==> src/rtl/svm_consts.vh <==
// address map, reset values and timing of the supervisor memory map
`ifndef SVM_CONSTS_VH
`define SVM_CONSTS_VH
`define SVM_EEP_BASE 8'h00
`define SVM_EEP_LAST 8'h3f
`define SVM_EEP_AW 6
`define SVM_RSV_FIRST 8'h40
`define SVM_RSV_LAST 8'hef
`define SVM_PULLUP_OFS 8'hf0
`define SVM_RSTDLY_OFS 8'hf1
`define SVM_USER0_OFS 8'hf2
`define SVM_USER1_OFS 8'hf3
`define SVM_PIN3_OFS 8'hf4
`define SVM_PIN2_OFS 8'hf5
`define SVM_PIN1_OFS 8'hf6
`define SVM_PIN0_OFS 8'hf7
`define SVM_STATUS_OFS 8'hf8
`define SVM_CONFIG_OFS 8'hf9
`define SVM_SRAM_FIRST 8'hfa
`define SVM_SRAM_LAST 8'hff
`define SVM_PULLUP_RST 8'h00
`define SVM_RSTDLY_RST 8'h03
`define SVM_USER_RST 8'h00
`define SVM_PINCTL_RST 8'h01
`define SVM_SRAM_RST 8'h00
`define SVM_CFG_READY_BIT 7
`define SVM_CFG_TRIP_BIT 6
`define SVM_CFG_RSTST_BIT 5
`define SVM_CFG_SHADOW_BIT 4
`define SVM_CFG_SOFTRST_BIT 3
`define SVM_CLK_HZ 20000000
`define SVM_NV_WRITE_MIN_MS 10
`define SVM_NV_WRITE_CYCLES (`SVM_NV_WRITE_MIN_MS * (`SVM_CLK_HZ / 1000))
`define SVM_SOFTRST_CYCLES 16
`endif

==> src/rtl/svm_eeprom.v <==
// 64-byte user nonvolatile array with registered read data
`timescale 1ns/1ps
`default_nettype none
`include "svm_consts.vh"
module svm_eeprom
(
    input wire clk,
    input wire wr_en,
    input wire [`SVM_EEP_AW-1:0] addr,
    input wire [7:0] wdata,
    output reg [7:0] rdata_reg
);
    reg [7:0] mem [0:(1<<`SVM_EEP_AW)-1];
    integer i;
    // factory contents are all zeros
    initial
    begin
        for (i = 0; i < (1<<`SVM_EEP_AW); i = i + 1)
            mem[i] = 8'h00;
    end
    always @(posedge clk)
    begin
        if (wr_en)
            mem[addr] <= wdata;
        rdata_reg <= mem[addr];
    end
endmodule
`default_nettype wire

==> src/rtl/svm_map.v <==
// byte-wide register and memory map of the supervisor and i/o expander
// What this block does
// - 64 nonvolatile user bytes at 00h-3Fh
// - user array writes arm programming, except while a cycle runs
// - six volatile bytes FAh-FFh, zero at reset
// - shadowed user bytes F2h, F3h, reset zero
// - unused control bits stored and read back, except in F9
// - F0 bits 3..0 drive pin pull-ups
// - F1 bits 1..0 select reset delay
// - F8 returns live pin levels, upper zero
// - F9 holds ready, trip, status, shadow, reset
// - shadow select picks nonvolatile or volatile commit
// - programming starts at stop, lasts 10 ms
// - F4-F7 bit 0: zero enables the pin's pull-down, one disables it; pull-ups come from F0 only
// - soft reset asserts reset, then self-clears
`timescale 1ns/1ps
`default_nettype none
`include "svm_consts.vh"
module svm_map
#(
    parameter NV_WRITE_CYCLES = `SVM_NV_WRITE_CYCLES
)
(
    input wire clk,
    input wire resetn,
    input wire wr_stb,
    input wire rd_stb,
    input wire [7:0] addr,
    input wire [7:0] wdata,
    input wire stop_cond,
    input wire supply_ready,
    input wire supply_trip,
    input wire [3:0] gp_pin_in,
    output reg [7:0] rdata_reg,
    output reg rd_valid_reg,
    output reg nv_busy_reg,
    output reg [3:0] pullup_en_reg,
    output reg [3:0] pulldown_en_reg,
    output reg [1:0] reset_delay_sel_reg,
    output reg rst_out_reg,
    output reg rst_oe_n_reg
);
    reg [7:0] pullup_reg;
    reg [7:0] rstdly_reg;
    reg [7:0] user0_reg;
    reg [7:0] user1_reg;
    reg [7:0] pinctl_reg [0:3];
    reg [7:0] sram_reg [0:5];
    reg shadow_sel_reg;
    reg soft_reset_request_reg;
    reg [4:0] softrst_cnt_reg;
    reg nv_pending_reg;
    reg [31:0] nv_cnt_reg;
    reg [3:0] pin_s1_reg;
    reg [3:0] pin_s2_reg;
    reg [1:0] sup_s1_reg;
    reg [1:0] sup_s2_reg;
    reg rd_pend_reg;
    reg rd_eep_reg;
    reg [7:0] map_data_reg;
    reg [7:0] map_data_next;
    wire [7:0] eep_rdata;
    wire in_eep = (addr <= `SVM_EEP_LAST);
    wire in_shadow = (addr >= `SVM_PULLUP_OFS) && (addr <= `SVM_PIN0_OFS);
    wire in_sram = (addr >= `SVM_SRAM_FIRST);
    // writes are dropped while a programming cycle is running
    wire wr_ok = wr_stb && !nv_busy_reg;
    wire [2:0] sram_idx = addr[2:0] - 3'd2;
    wire [1:0] pin_idx = addr[1:0];
    wire reset_active = soft_reset_request_reg;
    integer k;

    svm_eeprom u_eep
    (
        .clk(clk),
        .wr_en(wr_ok && in_eep),
        .addr(addr[`SVM_EEP_AW-1:0]),
        .wdata(wdata),
        .rdata_reg(eep_rdata)
    );

    // status inputs come from outside the clock domain
    always @(posedge clk or negedge resetn)
    begin
        if (!resetn)
        begin
            pin_s1_reg <= 4'h0;
            pin_s2_reg <= 4'h0;
            sup_s1_reg <= 2'h0;
            sup_s2_reg <= 2'h0;
        end
        else
        begin
            pin_s1_reg <= gp_pin_in;
            pin_s2_reg <= pin_s1_reg;
            sup_s1_reg <= {supply_ready, supply_trip};
            sup_s2_reg <= sup_s1_reg;
        end
    end

    // register writes; unused upper bits are plain storage
    always @(posedge clk or negedge resetn)
    begin
        if (!resetn)
        begin
            pullup_reg <= `SVM_PULLUP_RST;
            rstdly_reg <= `SVM_RSTDLY_RST;
            user0_reg <= `SVM_USER_RST;
            user1_reg <= `SVM_USER_RST;
            for (k = 0; k < 4; k = k + 1)
                pinctl_reg[k] <= `SVM_PINCTL_RST;
            for (k = 0; k < 6; k = k + 1)
                sram_reg[k] <= `SVM_SRAM_RST;
            shadow_sel_reg <= 1'b0;
        end
        else if (wr_ok)
        begin
            case (addr)
                `SVM_PULLUP_OFS: pullup_reg <= wdata;
                `SVM_RSTDLY_OFS: rstdly_reg <= wdata;
                `SVM_USER0_OFS: user0_reg <= wdata;
                `SVM_USER1_OFS: user1_reg <= wdata;
                `SVM_PIN3_OFS, `SVM_PIN2_OFS, `SVM_PIN1_OFS, `SVM_PIN0_OFS:
                    pinctl_reg[pin_idx] <= wdata;
                `SVM_CONFIG_OFS:
                    shadow_sel_reg <= wdata[`SVM_CFG_SHADOW_BIT];
                default:
                begin
                    if (in_sram)
                        sram_reg[sram_idx] <= wdata;
                end
            endcase
        end
    end

    // soft reset: a written one wins over the self-clear
    always @(posedge clk or negedge resetn)
    begin
        if (!resetn)
        begin
            soft_reset_request_reg <= 1'b0;
            softrst_cnt_reg <= 5'd0;
        end
        else if (wr_ok && addr == `SVM_CONFIG_OFS
                 && wdata[`SVM_CFG_SOFTRST_BIT])
        begin
            soft_reset_request_reg <= 1'b1;
            softrst_cnt_reg <= 5'd0;
        end
        else if (soft_reset_request_reg)
        begin
            if (softrst_cnt_reg == `SVM_SOFTRST_CYCLES - 1)
                soft_reset_request_reg <= 1'b0;
            softrst_cnt_reg <= softrst_cnt_reg + 5'd1;
        end
    end

    // programming timer, armed by the write, started by stop
    always @(posedge clk or negedge resetn)
    begin
        if (!resetn)
        begin
            nv_pending_reg <= 1'b0;
            nv_busy_reg <= 1'b0;
            nv_cnt_reg <= 32'd0;
        end
        else if (nv_busy_reg)
        begin
            if (nv_cnt_reg == NV_WRITE_CYCLES - 1)
                nv_busy_reg <= 1'b0;
            nv_cnt_reg <= nv_cnt_reg + 32'd1;
        end
        else
        begin
            if (wr_ok && (in_eep || (in_shadow && !shadow_sel_reg)))
                nv_pending_reg <= 1'b1;
            if (stop_cond && (nv_pending_reg || (wr_ok
                && (in_eep || (in_shadow && !shadow_sel_reg)))))
            begin
                nv_pending_reg <= 1'b0;
                nv_busy_reg <= 1'b1;
                nv_cnt_reg <= 32'd0;
            end
        end
    end

    always @*
    begin
        map_data_next = 8'h00;
        case (addr)
            `SVM_PULLUP_OFS: map_data_next = pullup_reg;
            `SVM_RSTDLY_OFS: map_data_next = rstdly_reg;
            `SVM_USER0_OFS: map_data_next = user0_reg;
            `SVM_USER1_OFS: map_data_next = user1_reg;
            `SVM_PIN3_OFS, `SVM_PIN2_OFS, `SVM_PIN1_OFS, `SVM_PIN0_OFS:
                map_data_next = pinctl_reg[pin_idx];
            `SVM_STATUS_OFS: map_data_next = {4'h0, pin_s2_reg};
            `SVM_CONFIG_OFS:
                map_data_next = {sup_s2_reg, reset_active,
                                 shadow_sel_reg, soft_reset_request_reg,
                                 3'b000};
            default:
            begin
                if (in_sram)
                    map_data_next = sram_reg[sram_idx];
            end
        endcase
    end

    // two-stage read so the array's registered output can be muxed
    always @(posedge clk or negedge resetn)
    begin
        if (!resetn)
        begin
            rd_pend_reg <= 1'b0;
            rd_eep_reg <= 1'b0;
            map_data_reg <= 8'h00;
            rd_valid_reg <= 1'b0;
            rdata_reg <= 8'h00;
        end
        else
        begin
            rd_pend_reg <= rd_stb;
            rd_eep_reg <= in_eep;
            map_data_reg <= map_data_next;
            rd_valid_reg <= rd_pend_reg;
            if (rd_pend_reg)
                rdata_reg <= rd_eep_reg ? eep_rdata : map_data_reg;
        end
    end

    // pin controls and open-drain reset drive
    always @(posedge clk or negedge resetn)
    begin
        if (!resetn)
        begin
            pullup_en_reg <= 4'h0;
            pulldown_en_reg <= 4'h0;
            reset_delay_sel_reg <= 2'b11;
            rst_out_reg <= 1'b0;
            rst_oe_n_reg <= 1'b1;
        end
        else
        begin
            pullup_en_reg <= pullup_reg[3:0];
            pulldown_en_reg <= ~{pinctl_reg[0][0], pinctl_reg[1][0],
                                 pinctl_reg[2][0], pinctl_reg[3][0]};
            reset_delay_sel_reg <= rstdly_reg[1:0];
            rst_out_reg <= 1'b0;
            rst_oe_n_reg <= ~reset_active;
        end
    end
endmodule
`default_nettype wire
==> config.mk <==
export PLATFORM = sky130hd
export DESIGN_NAME = svm_map
export DESIGN_NICKNAME = d
export VERILOG_FILES = /design/src/rtl/svm_eeprom.v /design/src/rtl/svm_map.v
export VERILOG_INCLUDE_DIRS = /design/src /design/src/rtl
export SDC_FILE = /design/constraint.sdc
export NUM_CORES = 1
export LEC_CHECK = 0
export ABC_CLOCK_PERIOD_IN_PS = 3600
export BUFFER_PORTS_ARGS = -buffer_cell sky130_fd_sc_hd__buf_4
export CAP_MARGIN = 20
export CORE_MARGIN = 2
export CORE_UTILIZATION = 56
export CTS_CLUSTER_DIAMETER = 30
export DETAILED_ROUTE_END_ITERATION = 10
export PLACE_DENSITY = 0.72
export REMOVE_ABC_BUFFERS = 1
export SYNTH_ARGS = -nofsm -noshare
export SYNTH_HDL_FRONTEND = slang
export SYNTH_HIERARCHICAL = 1
export SYNTH_SLANG_ARGS = --single-unit
export TNS_END_PERCENT = 5
==> constraint.sdc <==
create_clock -name clk -period 3.6 [get_ports clk]
set_input_delay 0.9 -clock clk [delete_from_list [all_inputs] [get_ports clk]]
set_output_delay 0.9 -clock clk [all_outputs]
set_load 0.02 [all_outputs]
After elaboration in Yosys (flattened, before gate mapping). Memory sizes are Yosys's and may differ from the RTL's. A register that Yosys moved wholly into a read port is not among the register bits. Cells that the tools add are included.

$add $sub $neg: 3. $lt $le $gt $ge: 8. Equality and inequality tests: 12. Mux-type cells: 29. Bitwise gates (word level): 6. Reduce and logical (&&, ||, !) cells: 27.

Operators with widths (number): equality test 8 bit, second input constant (10); 2-to-1 mux 32 bit (2); 2-to-1 mux 8 bit (8); case mux 8 bit (7 select lines) (1); bitwise mux 48 bit (1); adder 32 x 1 -> 32 bit, second input constant (1); bitwise mux 32 bit (1); equality test 32 x 18 -> 1 bit, second input constant (1); binary-select mux 8 bit (select 3 bit) (1); demux 8 bit (select 3 bit) (1); binary-select mux 8 bit (select 2 bit) (1); demux 8 bit (select 2 bit) (1); >= comparator 8 bit, second input constant (2); AND reduction 2 bit (7); logical AND 1 bit (10); 2-to-1 mux 1 bit (10); 2-to-1 mux 5 bit (2); OR reduction 9 bit (1); <= comparator 8 x 6 -> 1 bit, second input constant (1); <= comparator 8 bit, second input constant (1); nonzero test 2 bit (3); adder 5 x 1 -> 5 bit, second input constant (1); equality test 5 x 4 -> 1 bit, second input constant (1); >= comparator 4 bit, second input constant (1); 12 further kinds (16).

Register bits: 195. Memory bits (writable): 512. Bits of input ports: 27. Word-level logic and storage cells: 119. Memories kept: 1.

Memory list: u_eep.mem (depth 64, width 8, rd ports 1, clocked after Yosys merged registers in 1, write ports 1, RTL line svm_eeprom.v:13) `` reg [7:0] mem [0:(1<<`SVM_EEP_AW)-1]; ``.

Longest topological paths before layout. Gate-level depths: netlist of run 1.

Word-level depth: 9. Gate-level depth with buffers: 10.

Hierarchy. The synthesis of run 1 kept the hierarchy.

By module, submodules not included: svm_eeprom (times used 1, cells an instance 1171, area an instance 20449.6 µm², seq. area each 15534.9 µm²); svm_map (times used 1, cells an instance 668, area an instance 8727.1 µm², seq. area each 4890.9 µm²).

Worst setup path before layout of run 1. No wires, ideal clock.

Path kind: input to register. Start point: input addr[1]. End point: memory u_eep.mem[13][0] (enable). Library setup time: 0.371 ns. Arrival time: 2.644 ns. Setup slack: 0.586 ns. Stages: 7. Cells stage by stage: buf_6 -> buf_6 -> nor2b_1 -> clkbuf_1 -> clkbuf_1 -> nand3_1 -> nor2_1.

Longest elaborated chain between the ends: 4.

RTL lines: start, declared (RTL line svm_map.v:28) `input wire [7:0] addr,`; <= comparator 8 x 6 -> 1 bit (no line); logical AND 1 bit (RTL line svm_map.v:76) `.wr_en(wr_ok && in_eep),`; 2-to-1 mux 1 bit (RTL line svm_eeprom.v:23) `if (wr_en)`; 2-to-1 mux 1 bit (not written as such) (RTL line svm_eeprom.v:24) `mem[addr] <= wdata;`; end, declared (RTL line svm_eeprom.v:13).

Several ways; a longest one is shown, not always the timed one.

==> results of run 1 <==
-- cells by family (layout without fill, tap and decap cells) --
logic type,count (synthesis),in the layout,synth area share [%]
xor gates and xnor gates,9,9,0.270
DFF,715,715,70.0
muxes,271,271,12.3
and+or+nand+nor,397,397,7.27
AOI/OAI and AO/OA,313,313,7.82
other,1,1,0.0129
buffers and inverters,126,451,2.02
adders and majority gates,7,7,0.300
-- cells in the final DEF, fill, tap and decap left out, types with 28 or more instances in the layout --
master / instances
a21oi_1: 39
clkbuf_16: 136
mux2i_1: 82
edfxtp_1: 512
buf_4: 187
nand2_1: 76
nand3_1: 35
mux4_2: 57
a22oi_1: 45
nand2b_1: 28
dfrtp_1: 186
mux2_2: 123
nor2_1: 114
-- cell type report --
type,count,share of cell area [%]
clock buffer,161,9.95
multi-input combinational,998,22.9
sequential,715,57.2
tap,680,2.38
timing repair buffer,199,4.51
inverter,12,0.126
clock inverter,79,3.01
-- cell usage after synthesis, types with 6 or more instances --
master,number,area share (%)
o2bb2ai_1,7,0.21
nor2_1,115,1.5
dfrtp_1,186,16
and3_1,20,0.43
mux2i_1,82,2.8
o221ai_1,9,0.27
nand3b_1,12,0.31
nor3_1,6,0.10
edfxtp_1,512,53
buf_6,6,0.23
o22a_1,11,0.33
a211oi_1,8,0.21
mux4_2,57,4.4
and4_1,11,0.33
nand2b_1,28,0.60
o22ai_1,27,0.58
a32oi_1,9,0.27
mux2_1,9,0.35
a22o_1,20,0.60
o211ai_1,10,0.26
nor4_1,9,0.19
a31oi_1,19,0.41
a21oi_1,39,0.67
ha_1,7,0.30
a221o_1,12,0.41
a221oi_1,27,0.81
mux2_2,123,4.7
nor2b_1,12,0.26
a22oi_1,45,1.2
nand4_1,20,0.43
o31ai_1,14,0.36
o21ai_0,27,0.46
nand3_1,35,0.60
dfxtp_1,8,0.55
nand2_2,7,0.15
and2_1,9,0.19
nand2_1,76,0.98
dfstp_2,9,0.81
buf_2,41,0.70
clkbuf_1,56,0.72
buf_1,6,0.077
inv_1,11,0.14
xor2_1,7,0.21
-- routing by layer --
metal / up-vias / part of all wire [%] / GRT usage [%]
met4: 4 / 4.7 / 15.1
met1: 9335 / 38 / 38.5
met5: - / 0.042 / 0
met3: 214 / 9.5 / 7.49
li1: 7741 / - / -
met2: 1059 / 47 / 45.2
-- final timing paths --
check / from / to / slack [ns] / cells past startpoint
max: addr[1] / u_eep/rdata_reg[5] / 0.76 / 7
min: resetn / softrst_cnt_reg[1] / 0.25 / 1
max reg2reg: nv_busy_reg / u_eep/mem[10][5] / 1.16 / 6
min reg2reg: pin_s1_reg[0] / pin_s2_reg[0] / 0.35 / 0
max in group asynchronous: resetn / pinctl_reg[24] / 2.55 / 2
min in group clk: supply_ready / sup_s1_reg[1] / 0.29 / 1
-- where the power goes --
| part | switching (mW) | leakage, nW | internal [mW] | total [mW] |
|---|---|---|---|---|
| Sequential | 0.314 | 7.21 | 9.13 | 9.44 |
| Combinational | 0.815 | 4.01 | 0.522 | 1.34 |
| Clock | 4.18 | 2.25 | 8.52 | 12.7 |
-- worst register-to-register path, delay by kind of cell, from the launching register on --
kind	cells	cell delay (ns)
DFF	1	0.42
and+or+nand+nor	4	1.27
buffers and inverters	2	0.47
==> metrics.txt, run 1 <==
Starting Density 56.8%; cts hold-fix bufs 0; Die Span Y 232 um; Finished Layout Cells 2844; delay-heaviest family, CP compound AO/OA/AOI/OAI gates; critical path type input port to flop; f_max 0.352 GHz; number of global-route vias before repair 18.6k; Root Buffer clkbuf_16; Port Buffers 47; most common cell type on the critical path o22ai_1; DR WL/cell 26.9 um; flops & latches, synth 715; Post-Place Cell Area 31100 um2; vias 18.4k; Clock transition at path regs 0.05 ns; max reg flops 512; Die W 232 um; status completed; setup TNS 0 ns; Ys Warns 6; Post-CTS Setup Repair Bufs 0; post-place setup slack 0.109 ns; RSZ-0062 raised after global routing no; startpoint types input port; hpwl dp 46400 um; CTS Buffer Depth 3; DRC viols 0; Crit. End Element flop; multi-input gate area in the final layout 8170 um2; Setup Skew 0.0203 ns; Gate Count Post-Synth 1839; first-pass GRT wire length 116000 um; die area 53900 um2; Synth Flop Type edfxtp_1; Initial DRC Count 2279; Netlist cell types 74; antenna violations before repair 3; Worst-Skew Late Latency 0.71 ns; TritonRoute pass-1 iters 6; PwrDens 657 nW/um2; Buffers & Inverters on Critical Path 2; Cell Chain, Critical Path buf_6, buf_4, mux2i_1, o22ai_1, a221oi_1, o22ai_1, or4b_1; Hold Crit Class input port to asynchronous set/reset pin; PnR Total Power 23.5 mW; clk sinks 715; Least-Margin Pin Slew 0.991 ns; Slew Limit Fails 0; area grow syn2layout 22.5%; Worst EP arrival 3.43 ns; sequential area share after synthesis 70.0%; total track usage 29.2%; placed cell count 2604; mean area per synthesized cell 15.9 um2; diode count 0; IO Count 49; Detailed Route WL 76400 um; global route total overflow 0; P_leak 13.5 nW; slowest stage delay, CP 0.56 ns; Post-synth EDFFs 512; final net count 2090; Final Worst Setup Slack 0.756 ns; largest net degree at the start of global routing 96; share of cells above drive strength 1 29.6%; RePlAce Congestion 0.979; crit path max fanout 41; Sequential Area 20400 um2; critical path's slowest cell or4b_1; Min Hold Slack 0.253 ns; core area 51400 um2; Final ANT Viol Nets 0; Final Util 69.5%; Final Hold Viols 0; crit path time final 2.84 ns; Resized Gates After CTS 0; Peak VDD IR 508 uV; CTS tree built; Num CTS Buffers 130; Crit path required time 4.18 ns; via/cell ratio 6.45; Row Count 83; number of max-cap violations 0; post-route cell area 35700 um2; fraction of registers with async set/reset 27.3%; final worst-path cycle share 79.0%; fill cell count 3272; setup violators final 0; max_slew headroom 33.9%; H-Tree Depth 4; Synth Cell Area 29200 um2
(Power assumes the default switching activity.)
==> run 2, diff against run 1 <==
--- a/config.mk
+++ b/config.mk
@@ -6,7 +6,7 @@
 export SDC_FILE = /design/constraint.sdc
 export NUM_CORES = 1
 export LEC_CHECK = 0
-export ABC_CLOCK_PERIOD_IN_PS = 3600
+export ABC_CLOCK_PERIOD_IN_PS = 2900
 export BUFFER_PORTS_ARGS = -buffer_cell sky130_fd_sc_hd__buf_4
 export CAP_MARGIN = 20
 export CORE_MARGIN = 2
==> constraint.sdc (replaced) <==
create_clock -name clk -period 2.9 [get_ports clk]
set_input_delay 0.725 -clock clk [delete_from_list [all_inputs] [get_ports clk]]
set_output_delay 0.725 -clock clk [all_outputs]
set_load 0.02 [all_outputs]
==> run 2 against run 1 <==
Power rose by 24%. Hold slack lost 0.17 ns. Utilization up 1.2 points. Die area unchanged. Highest routed layer is now met4. Largest cell class unchanged.
==> metrics.txt, run 2 (synthesized netlist as in run 1, its figures left out) <==
status completed; Starting Density 56.8%; area grow syn2layout 24.6%; Num CTS Buffers 131; Final Worst Setup Slack 0.171 ns; final worst-path cycle share 94.1%; most frequent cells in the layout edfxtp_1, buf_4, dfrtp_1, clkbuf_16, mux2_2; cts hold-fix bufs 0; PnR Total Power 29.1 mW; Initial DRC Count 2569; number of max-cap violations 0; DRC viols 0; crit path time final 2.73 ns; vias 18.7k; Crit path required time 3.52 ns; Post-CTS Setup Repair Bufs 0; worst reg2reg setup slack 0.44 ns; RSZ-0062 raised after global routing no; setup violators final 0; Die W 232 um; IO Count 49; share of cells above drive strength 1 31.8%; TritonRoute pass-1 iters 6; H-Tree Depth 4; max reg flops 512; core area 51400 um2; met2 WL post-DR 36800 um; startpoint types input port; max_slew headroom 26.0%; Port Buffers 47; crit path max fanout 21; Row Count 83; Die Span Y 232 um; Detailed Route WL 78100 um; final net count 2156; antenna violations before repair 0; Final Hold Viols 0; number of global-route vias before repair 19.2k; Hold Crit Class input port to asynchronous set/reset pin; Slew Limit Fails 0; Worst-Skew Late Latency 0.70 ns; f_max 0.366 GHz; global route total overflow 0; slowest stage delay, CP 0.93 ns; via/cell ratio 6.44; CTS tree built; largest net degree at the start of global routing 87; Least-Margin Pin Slew 1.10 ns; die area 53900 um2; Resized Gates After CTS 0; RePlAce Congestion 0.930; max layer used met4; Worst EP arrival 3.35 ns; Final ANT Viol Nets 0; reg2reg start nv_busy_reg; delay-heaviest family, CP simple AND/OR/NAND/NOR gates; M1 wire length 30300 um; post-place setup slack -0.433 ns; P_leak 13.8 nW; total track usage 30.0%; met3 wire length 7340 um; Buffers & Inverters on Critical Path 2; first-pass GRT wire length 119000 um; Clock transition at path regs 0.05 ns; commonest non-fill, non-tap cell in the layout edfxtp_1; Cell Chain, Critical Path buf_6, nor2b_1, buf_4, a22oi_1, and3_1, o311ai_0, or4_1; PwrDens 801 nW/um2; Setup Skew 0.0299 ns; Crit. End Element flop; critical path's slowest cell o311ai_0; Worst R2R End u_eep/mem[18][7]; clk sinks 715; critical path type input port to flop; worst reg-to-reg path cell count 6; DR WL/cell 26.8 um; Peak VDD IR 623 uV; hpwl dp 48300 um; Root Buffer clkbuf_16; CTS Buffer Depth 3
==> run 2: worst register-to-register path, stage by stage (launching register included) <==
cell and delay, ns:
dfrtp_1 0.49, nor4b_2 0.44, nor2b_1 0.42, nand2_1 0.16, buf_4 0.22, nor2_1 0.25, buf_4 0.20
==> run 2: cell type report <==
cell class / count / area, um2
Timing Repair Buffer: 264 / 2250
Sequential cell: 715 / 20400
Inverter: 12 / 45.0
Fill cell: 3162 / 15100
Clock inverter: 86 / 1060
Clock buffer: 154 / 3550
Antenna cell: 1 / 2.50
Tap cell: 680 / 851
Multi-Input combinational cell: 998 / 8170
==> run 2: layer usage <==
| metal | vias up | track usage [%] |
|---|---|---|
| met3 | 245 | 6.61 |
| met5 | - | 0 |
| met2 | 1158 | 46.7 |
| met1 | 9475 | 40.3 |
| li1 | 7856 | - |
| met4 | 0 | 15.0 |
==> run 2: worst max-delay path by stage <==
stage             from                  to  depth (start not counted)
2_1_floorplan  addr[0]    u_eep/mem[44][0]                          3
3_3_place_gp   addr[2]  u_eep/rdata_reg[3]                          7
3_5_place_dp   addr[1]  u_eep/rdata_reg[3]                          8
4_1_cts        addr[2]  u_eep/rdata_reg[3]                          7
5_1_grt        addr[2]  u_eep/rdata_reg[3]                          7
6_report       addr[2]  u_eep/rdata_reg[3]                          7
==> run 2: per-stage QoR <==
| step | cells | instance area [um2] | utilization [%] | hold WS, ns | setup TNS [ns] |
|---|---|---|---|---|---|
| 2_1_floorplan | 1725 | 28600 | - | 0.331 | 0 |
| 3_3_place_gp | 2669 | 31700 | 61.7 | 0.332 | -0.959 |
| 3_5_place_dp | 2669 | 31700 | 61.7 | 0.336 | -0.884 |
| 4_1_cts | 2909 | 36300 | 70.7 | 0.0722 | 0 |
| 5_1_grt | 2909 | 36300 | 70.7 | 0.103 | 0 |
| 6_report | 2910 | 36400 | 70.7 | 0.0793 | 0 |
==> run 2: where the power goes <==
part,internal (mW),switching [mW],total [mW]
Combinational,0.709,1.02,1.73
Clock,10.5,5.17,15.7
Sequential,11.3,0.399,11.7
